File: src/pmcal_regs.svh
/*
 * pmcal_regs.svh: command codes, field positions, reset values and timing
 * counts of the phase, calibration and overvoltage register block.
 * Assumes nothing of its surroundings; definitions only.
 */
`ifndef PMCAL_REGS_SVH
`define PMCAL_REGS_SVH

// ***********************************************************************
// command codes
// ***********************************************************************
`define PMCAL_CMD_INTERLEAVE 8'h37
`define PMCAL_CMD_GAIN_CAL 8'h38
`define PMCAL_CMD_OFFSET_CAL 8'h39
`define PMCAL_CMD_OV_LIMIT 8'h40

// ***********************************************************************
// field positions
// ***********************************************************************
`define PMCAL_GROUP_MSB 7
`define PMCAL_GROUP_LSB 4
`define PMCAL_POS_MSB 3
`define PMCAL_POS_LSB 0
`define PMCAL_L11_EXP_MSB 15
`define PMCAL_L11_EXP_LSB 11
`define PMCAL_L11_MAN_MSB 10
`define PMCAL_L11_MAN_LSB 0

// ***********************************************************************
// reset values and arithmetic constants
// ***********************************************************************
`define PMCAL_GAIN_RST 16'hb2ae
`define PMCAL_OFFSET_RST 16'hbd00
`define PMCAL_OV_NUM 20'h0_000b
`define PMCAL_OV_DEN 20'h0_000a
`define PMCAL_STEPS_FULL 9'h010
`define PMCAL_STEPS_HALF 5'h08

// ***********************************************************************
// timing: strap must be stable this many cycles before it is taken
// ***********************************************************************
`define PMCAL_SETTLE_NS 40
`define PMCAL_CLK_NS 10
`define PMCAL_SETTLE_CYC ((`PMCAL_SETTLE_NS + `PMCAL_CLK_NS - 1) / `PMCAL_CLK_NS)
// strap synchroniser depth: fewest stable cycles before a strap is trusted
`define PMCAL_SYNC_FILL 8'h03

`endif

File: src/pmcal_pkg.sv
/*
 * pmcal_pkg.sv: types shared by the register block.
 * Assumes pmcal_regs.svh for the numeric constants.
 */
`default_nettype none
package pmcal_pkg;
  // startup sequencer: wait for stable straps, then serve commands
  typedef enum logic [0:0] {
    ST_SETTLE,
    ST_RUN
  } pmcal_state_t;
  typedef logic [15:0] pmcal_word_t; // one two-byte register value
endpackage
`default_nettype wire

File: src/pmcal_regs_top.sv
/*
 * pmcal_regs_top.sv: paged command registers for phase interleave,
 * current-sense calibration and overvoltage limit, with phase offsets.
 * Assumes a command decoder outside that hands over one decoded command
 * per cmd_wr or cmd_rd pulse, and strap pins that settle after power-on.
 */
`timescale 1ns/10ps
`default_nettype none
`include "pmcal_regs.svh"

// What this block does
// - group size bits 7:4, zero means sixteen
// - position bits 3:0, zero means sixteen
// - offset steps round(pos*16/size), 22.5 each
// - offset above 360 wraps down by as many 360s as it takes to fit one turn
// - second phase sits 180 after first
// - share-group phases spread automatically
// - interleave paged, writable, protectable, strap default
// - gain Linear-11 milliohm, resets b2ae
// - offset Linear-11 ampere, resets bd00
// - ov limit paged, protectable, Linear-16 unsigned
// - ov limit starts at 1.10 times strap
module pmcal_regs_top #(
  parameter int NUM_PAGES = 2,
  parameter int SETTLE_CYC = `PMCAL_SETTLE_CYC
) (
  input wire logic mclk,
  input wire logic resetn,
  input wire logic [7:0] cmd_code,
  input wire logic [$clog2(NUM_PAGES)-1:0] cmd_page,
  input wire logic cmd_wr,
  input wire logic cmd_rd,
  input wire pmcal_pkg::pmcal_word_t cmd_wdata,
  input wire logic write_protect,
  input wire logic [7:0] cfg_interleave_strap,
  input wire logic [15:0] output_voltage_strap,
  input wire logic [2:0] share_size,
  input wire logic [2:0] share_rank,
  output logic cmd_ack,
  output logic cmd_nak,
  output pmcal_pkg::pmcal_word_t cmd_rdata,
  output logic ready,
  output logic [NUM_PAGES*5-1:0] phase0_steps,
  output logic [NUM_PAGES*5-1:0] phase1_steps,
  output logic [NUM_PAGES*5-1:0] gain_exp,
  output logic [NUM_PAGES*11-1:0] gain_man,
  output logic [NUM_PAGES*5-1:0] offset_exp,
  output logic [NUM_PAGES*11-1:0] offset_man,
  output logic [NUM_PAGES*16-1:0] ov_limit
);
  import pmcal_pkg::*;

  // ***********************************************************************
  // strap synchronisers
  // ***********************************************************************
  logic [7:0] ilv_s1_q, ilv_s2_q, ilv_s3_q; // interleave strap stages
  logic [15:0] output_voltage_strap_s1_q, output_voltage_strap_s2_q, output_voltage_strap_s3_q; // voltage strap stages

  // three stages; only the last two are compared
  always_ff @(posedge mclk or negedge resetn) begin
    if (!resetn) begin
      ilv_s1_q <= 8'h00;
      ilv_s2_q <= 8'h00;
      ilv_s3_q <= 8'h00;
      output_voltage_strap_s1_q <= 16'h0000;
      output_voltage_strap_s2_q <= 16'h0000;
      output_voltage_strap_s3_q <= 16'h0000;
    end else begin
      ilv_s1_q <= cfg_interleave_strap;
      ilv_s2_q <= ilv_s1_q;
      ilv_s3_q <= ilv_s2_q;
      output_voltage_strap_s1_q <= output_voltage_strap;
      output_voltage_strap_s2_q <= output_voltage_strap_s1_q;
      output_voltage_strap_s3_q <= output_voltage_strap_s2_q;
    end
  end

  wire strap_stable = (ilv_s2_q == ilv_s3_q) && (output_voltage_strap_s2_q == output_voltage_strap_s3_q);

  // ***********************************************************************
  // power-on defaults from straps
  // ***********************************************************************
  wire [19:0] ov_prod = {4'h0, output_voltage_strap_s3_q} * `PMCAL_OV_NUM;
  wire [19:0] ov_quot = ov_prod / `PMCAL_OV_DEN;
  // saturate: a strap near full scale must not wrap to a tiny limit
  wire [15:0] ov_default = (ov_quot[19:16] != 4'h0) ? 16'hffff :
                           ov_quot[15:0];

  pmcal_state_t state_q, state_d;
  logic [7:0] settle_q, settle_d; // cycles the straps have been stable
  // all stages reset to zero and so look stable before the pin value
  // reaches the last one; never load before the chain has filled
  wire [7:0] settle_min = 8'(SETTLE_CYC);
  wire [7:0] settle_need = (settle_min > `PMCAL_SYNC_FILL) ? settle_min :
                           `PMCAL_SYNC_FILL;

  // count stable cycles; any change restarts the wait
  always_comb begin
    state_d = state_q;
    settle_d = settle_q;
    unique case (state_q)
      ST_SETTLE: begin
        if (!strap_stable) begin
          settle_d = 8'h00;
        end else if (settle_q >= settle_need) begin
          state_d = ST_RUN;
        end else begin
          settle_d = settle_q + 8'h01;
        end
      end
      ST_RUN: begin
        state_d = ST_RUN;
      end
    endcase
  end

  always_ff @(posedge mclk or negedge resetn) begin
    if (!resetn) begin
      state_q <= ST_SETTLE;
      settle_q <= 8'h00;
    end else begin
      state_q <= state_d;
      settle_q <= settle_d;
    end
  end

  wire load_defaults = (state_q == ST_SETTLE) && (state_d == ST_RUN);
  assign ready = (state_q == ST_RUN);

  // ***********************************************************************
  // command decode
  // ***********************************************************************
  wire hit_ilv = (cmd_code == `PMCAL_CMD_INTERLEAVE);
  wire hit_gain = (cmd_code == `PMCAL_CMD_GAIN_CAL);
  wire hit_off = (cmd_code == `PMCAL_CMD_OFFSET_CAL);
  wire hit_ov = (cmd_code == `PMCAL_CMD_OV_LIMIT);
  wire hit_any = hit_ilv | hit_gain | hit_off | hit_ov;
  wire page_ok = (int'(cmd_page) < NUM_PAGES);
  // every register here is protectable; refused writes leave it untouched
  wire wr_ok = cmd_wr && ready && hit_any && page_ok
               && !write_protect;
  wire rd_ok = cmd_rd && !cmd_wr && ready && hit_any && page_ok;

  // ***********************************************************************
  // paged register storage
  // ***********************************************************************
  logic [7:0] ilv_q [NUM_PAGES]; // upper byte not stored
  pmcal_word_t gain_q [NUM_PAGES];
  pmcal_word_t off_q [NUM_PAGES];
  pmcal_word_t ov_q [NUM_PAGES];

  genvar gp;
  generate
    for (gp = 0; gp < NUM_PAGES; gp++) begin : g_page
      wire sel = wr_ok && (int'(cmd_page) == gp);
      logic [4:0] grp, pos; // decoded 1..16
      logic [8:0] raw, base, spread, rot, wrapped0;
      logic [4:0] p0, p1sum;

      // interleave: strap at startup, then host writes low byte
      always_ff @(posedge mclk or negedge resetn) begin
        if (!resetn) begin
          ilv_q[gp] <= 8'h00;
        end else if (load_defaults) begin
          ilv_q[gp] <= ilv_s3_q;
        end else if (sel && hit_ilv) begin
          ilv_q[gp] <= cmd_wdata[7:0];
        end
      end

      // calibration and limit words
      always_ff @(posedge mclk or negedge resetn) begin
        if (!resetn) begin
          gain_q[gp] <= `PMCAL_GAIN_RST;
          off_q[gp] <= `PMCAL_OFFSET_RST;
          ov_q[gp] <= 16'h0000;
        end else begin
          if (load_defaults) begin
            ov_q[gp] <= ov_default;
          end else if (sel && hit_ov) begin
            ov_q[gp] <= cmd_wdata;
          end
          if (sel && hit_gain) begin
            gain_q[gp] <= cmd_wdata;
          end
          if (sel && hit_off) begin
            off_q[gp] <= cmd_wdata;
          end
        end
      end

      // zero in either field stands for sixteen
      assign grp = (ilv_q[gp][`PMCAL_GROUP_MSB:`PMCAL_GROUP_LSB] == 4'h0) ?
                   5'h10 : {1'b0, ilv_q[gp][7:4]};
      assign pos = (ilv_q[gp][`PMCAL_POS_MSB:`PMCAL_POS_LSB] == 4'h0) ?
                   5'h10 : {1'b0, ilv_q[gp][3:0]};
      // round half up: (pos*32 + grp) / (2*grp)
      // ten bits: position sixteen times 32 needs the tenth bit
      assign raw = 9'(({5'h00, pos} * 10'h020 + {5'h00, grp})
                      / ({5'h00, grp} * 10'h002));
      // phases of one share group spread by the block itself; the
      // same interleave word in every member keeps them aligned
      assign spread = 9'(({6'h00, share_rank} * 9'h010
                         + {6'h00, share_size})
                         / ((share_size == 3'h0) ? 9'h002 :
                            {6'h00, share_size} * 9'h002));
      assign base = raw + spread;
      // above a full turn folds back; exactly 360 is kept as 16 steps
      assign rot = (base > `PMCAL_STEPS_FULL) ?
                   ((base - 9'h001) & 9'h00f) + 9'h001 : base;
      assign wrapped0 = rot;
      assign p0 = wrapped0[4:0];
      assign p1sum = p0 + `PMCAL_STEPS_HALF;

      // outputs registered to keep the data ports glitch free
      always_ff @(posedge mclk or negedge resetn) begin
        if (!resetn) begin
          phase0_steps[gp*5 +: 5] <= 5'h00;
          phase1_steps[gp*5 +: 5] <= 5'h00;
        end else begin
          phase0_steps[gp*5 +: 5] <= p0;
          phase1_steps[gp*5 +: 5] <= (p1sum > 5'h10) ?
                                     p1sum - 5'h10 : p1sum;
        end
      end

      // linear-11 split of the calibration words
      assign gain_exp[gp*5 +: 5] =
        gain_q[gp][`PMCAL_L11_EXP_MSB:`PMCAL_L11_EXP_LSB];
      assign gain_man[gp*11 +: 11] =
        gain_q[gp][`PMCAL_L11_MAN_MSB:`PMCAL_L11_MAN_LSB];
      assign offset_exp[gp*5 +: 5] =
        off_q[gp][`PMCAL_L11_EXP_MSB:`PMCAL_L11_EXP_LSB];
      assign offset_man[gp*11 +: 11] =
        off_q[gp][`PMCAL_L11_MAN_MSB:`PMCAL_L11_MAN_LSB];
      assign ov_limit[gp*16 +: 16] = ov_q[gp];
    end
  endgenerate

  // ***********************************************************************
  // read mux and answer
  // ***********************************************************************
  wire [$clog2(NUM_PAGES)-1:0] pg = page_ok ? cmd_page : '0;
  wire [15:0] rd_mux = hit_ilv ? {8'h00, ilv_q[pg]} :
                       hit_gain ? gain_q[pg] :
                       hit_off ? off_q[pg] :
                       hit_ov ? ov_q[pg] : 16'h0000;

  // one answer per request, the cycle after it
  always_ff @(posedge mclk or negedge resetn) begin
    if (!resetn) begin
      cmd_ack <= 1'b0;
      cmd_nak <= 1'b0;
      cmd_rdata <= 16'h0000;
    end else begin
      cmd_ack <= wr_ok | rd_ok;
      cmd_nak <= (cmd_wr | cmd_rd) & ~(wr_ok | rd_ok);
      if (rd_ok) begin
        cmd_rdata <= rd_mux;
      end
    end
  end
endmodule
`default_nettype wire

File: config.mk
export PLATFORM = sky130hd
export DESIGN_NAME = pmcal_regs_top
export DESIGN_NICKNAME = d
export VERILOG_FILES = /design/src/pmcal_pkg.sv /design/src/pmcal_regs_top.sv
export VERILOG_INCLUDE_DIRS = /design/src
export SDC_FILE = /design/constraint.sdc
export NUM_CORES = 1
export LEC_CHECK = 0
export CAP_MARGIN = 20
export CORE_MARGIN = 2
export CORE_UTILIZATION = 50
export CTS_CLUSTER_SIZE = 40
export DETAILED_ROUTE_END_ITERATION = 6
export DONT_BUFFER_PORTS = 1
export GPL_TIMING_DRIVEN = 0
export HOLD_SLACK_MARGIN = 0.12
export PLACE_DENSITY = 0.76
export REMOVE_ABC_BUFFERS = 1
export SLEW_MARGIN = 20
export SYNTH_ARGS = -nofsm -noshare
export SYNTH_HDL_FRONTEND = slang
export SYNTH_SLANG_ARGS = --single-unit
File: constraint.sdc
create_clock -name mclk -period 15.51 [get_ports mclk]
set_clock_uncertainty 0.05 [all_clocks]
set_input_delay 0.7755 -clock mclk [delete_from_list [all_inputs] [get_ports mclk]]
set_output_delay 0.7755 -clock mclk [all_outputs]
set_load 0.05 [all_outputs]
==> metrics.cfg <==
[power]
swShare_pct = 51.1
power_frac_comb_pct = 68.7
p_clk_share_pct = 13.9
ir_worst_vdd_v = 0.000300
leakage_nw = 7.92
power.net_switching_mw = 2.01
p_int_mw = 1.93
p_seq_share_pct = 17.4
power_mw = 3.94
power_density_nw_per_um2 = 222

[setup_path]
cp-endpoint = phase0_steps[4]
critPathMaxFanout = 10
reg2reg_depth = 67
slowest_stage = dfrtp_1
endpoint_kind = register
slowest_delay_ns = 0.46
cp_common_cell = o21a_1
cp_top_family = compound AO/OA/AOI/OAI gates
r2r_slack_ns = 1.32
r2r_start = ilv_q[8]
reg2reg_to = phase0_steps[4]
crit_cells = 67
crit_start = ilv_q[8]
path_buf_inv = 1
startpoint_type = register
crit_type = reg2reg
required_ns = 15.87
cp.arrival_ns = 14.54

[layout]
final_nets = 1979
final_common_cell = dfrtp_1
mostFrequentLayoutCells = dfrtp_1 (195), nand2_1 (181), ha_1 (143)
final_util_pct = 54.4
instances_no_fill = 2221
syn_to_final_growth_pct = 6.60
drive_gt1_share_pct = 13.0
diodes = 0

[clock_tree]
numCtsBuffers = 24
clk_pin_slew_ns = 0.06
cts_sinks = 225
clk_latency_ns = 0.55
h-tree-depth = 1
clock_path_buffers = 3
cts-root-buf = clkbuf_16
cts_tree = built
cts_setup_buffers = 0

[floorplan]
die_h_um = 187
core_sq_um = 32700
die_width_um = 187
rows = 66
initial_core_util_pct = 51.0
pin_count = 195
dieArea_sq_um = 34800

[yosys]
synth_top_family_by_area = compound AO/OA/AOI/OAI gates
synth_compound_area_share_pct = 19.9
yosys.area_share.simple_pct = 15.2
synth.distinct_cells = 105
ys.flop_type = dfrtp_1
ys_ff_latch = 225
synth_warnings = 0
async_flop_share_pct = 100
syn_area_per_cell_sq_um = 9.20
yosysSeqAreaShare_pct = 34.0
synth_xor_area_share_pct = 3.05
synthAdderAreaFrac_pct = 12.7
synth_mux_area_share_pct = 10.1
synth_top_area_share_pct = 29.3
syn_area_sq_um = 16700
synth_top_cell_by_area = dfrtp_1
syn_inst = 1812
synthTopCellsByArea = dfrtp_1 (29%), ha_1 (11%), mux2_2 (5.4%)
synth_edf_count = 0

[status]
status = complete, no violations

[routing]
drtPass1Iterations = 5
first_iter_violations = 1040
post_drt_wl_per_cell_um = 19.0
wirelength_mm = 42.2
drc_errors = 0
num_vias = 13826
via_per_inst = 6.23
ant_nets = 0

[timing]
setup_violations = 0
finalCritPeriodShare_pct = 91.5
fin_worst_hold_slack_ns = 0.0873
fmax_mhz = 70.5
rsz0062_at_grt = no
slew_viol_final = 0
slew_headroom_pct = 28.5
hold_violations = 0
tightest_slew_ns = 1.07
fin_crit_ns = 14.19
tns_ns = 0

[global_routing]
grt_pass1_wl_mm = 68.5
grt_usage_pct = 23.6
gr-total-overflow = 0
first_global_vias = 13599
antenna_found_initial = 0
grt_max_degree = 226

[placement]
io_buffer_count = 0
gp_congestion = 0.901
dp.cells = 2175
dp_hpwl_mm = 31.0

[job]
drv_cap = 0

[min_path]
hp-class = in2async

[power by group through the flow]
stage | registers, mW | logic, mW | clock network [mW]
2_1_floorplan | 0.690 | 2.12 | 0
3_3_place_gp | 0.695 | 2.55 | 0
3_5_place_dp | 0.695 | 2.62 | 0
4_1_cts | 0.685 | 2.65 | 0.555
5_1_grt | 0.686 | 2.95 | 0.579
6_report | 0.685 | 2.71 | 0.547
[Yosys cell counts (19+ instances only)]
cell type	number
dfrtp_1	195
nand2_1	181
ha_1	143
nor2_1	122
inv_1	115
o21ai_0	110
a21oi_1	91
mux2_2	80
nor3_1	64
mux2i_1	58
clkbuf_1	51
o21a_1	49
xnor2_1	38
o31ai_1	32
dfstp_2	30
nand3_1	30
o22ai_1	29
or3_1	22
xor2_1	20
nand2b_1	19
[kinds of logic (layout without fill, tap and decap cells)]
logic type      after synthesis  count (layout)
simple gates                536             536
compound gates              484             484
flops                       225             225
buf+inv                     199             164
fa+ha+maj                   161             161
mux                         148             148
xor+xnor                     58              58
other cells                   1               3
[metrics by stage]
step,cell area (sq um),worst slack (ns)
detailed placement,16900,0.877
global placement,16800,1.32
finish,17800,1.32
global route,17800,0.00155
floorplan,16300,2.90
CTS,17700,0.770
[routing by layer]
layer  up-vias  part of all wire [%]  track usage [%]
li1       6477                     -                -
met3       119                   6.5             4.42
met5         -                     0                0
met4         0                   3.6             8.76
met2       503                    49             41.5
met1      6727                    41             28.9
[worst min path at each step]
stage	end	slack (ns)	start	cells after the start
after floorplan	ilv_s2_q[0]	0.28	ilv_s1_q[0]	0
after global placement	output_voltage_strap_s2_q[0]	0.28	output_voltage_strap_s1_q[0]	0
after detailed placement	ilv_s2_q[5]	0.28	ilv_s1_q[5]	0
after CTS	output_voltage_strap_s1_q[0]	0.19	output_voltage_strap[0]	0
after global routing	settle_q[4]	0.13	resetn	1
final	settle_q[4]	0.09	resetn	1
[registers in the layout, summed over array words and instances, names as in the netlist, 4 cells and up]
| name | cells |
|---|---|
| output_voltage_strap_s1_q | 16 |
| ov_limit | 32 |
| offset_exp | 10 |
| cmd_rdata | 16 |
| output_voltage_strap_s2_q | 16 |
| offset_man | 22 |
| ilv_s3_q | 8 |
| output_voltage_strap_s3_q | 16 |
| phase0_steps | 4 |
| gain_man | 22 |
| phase1_steps | 10 |
| ilv_q | 16 |
| gain_exp | 10 |
| ilv_s1_q | 8 |
| ilv_s2_q | 8 |
| settle_q | 8 |
[what timing repair did]
item                                    in CTS  in global routing
gates resized for setup                      0                 11
endpoints found under the setup margin       0                 10
endpoints found under the hold margin      225                  0
hold buffers                                 1                  0
[final cells by class]
| type | instances | area, sq um |
|---|---|---|
| fill | 2901 | 14900 |
| multi-input combinational | 1390 | 10300 |
| sequential | 225 | 5670 |
| clock buffer | 35 | 682 |
| tap | 442 | 553 |
| inverter | 115 | 435 |
| timing repair buffer | 5 | 97.6 |
| clock inverter | 9 | 72.6 |
(Power assumes the default switching activity.)
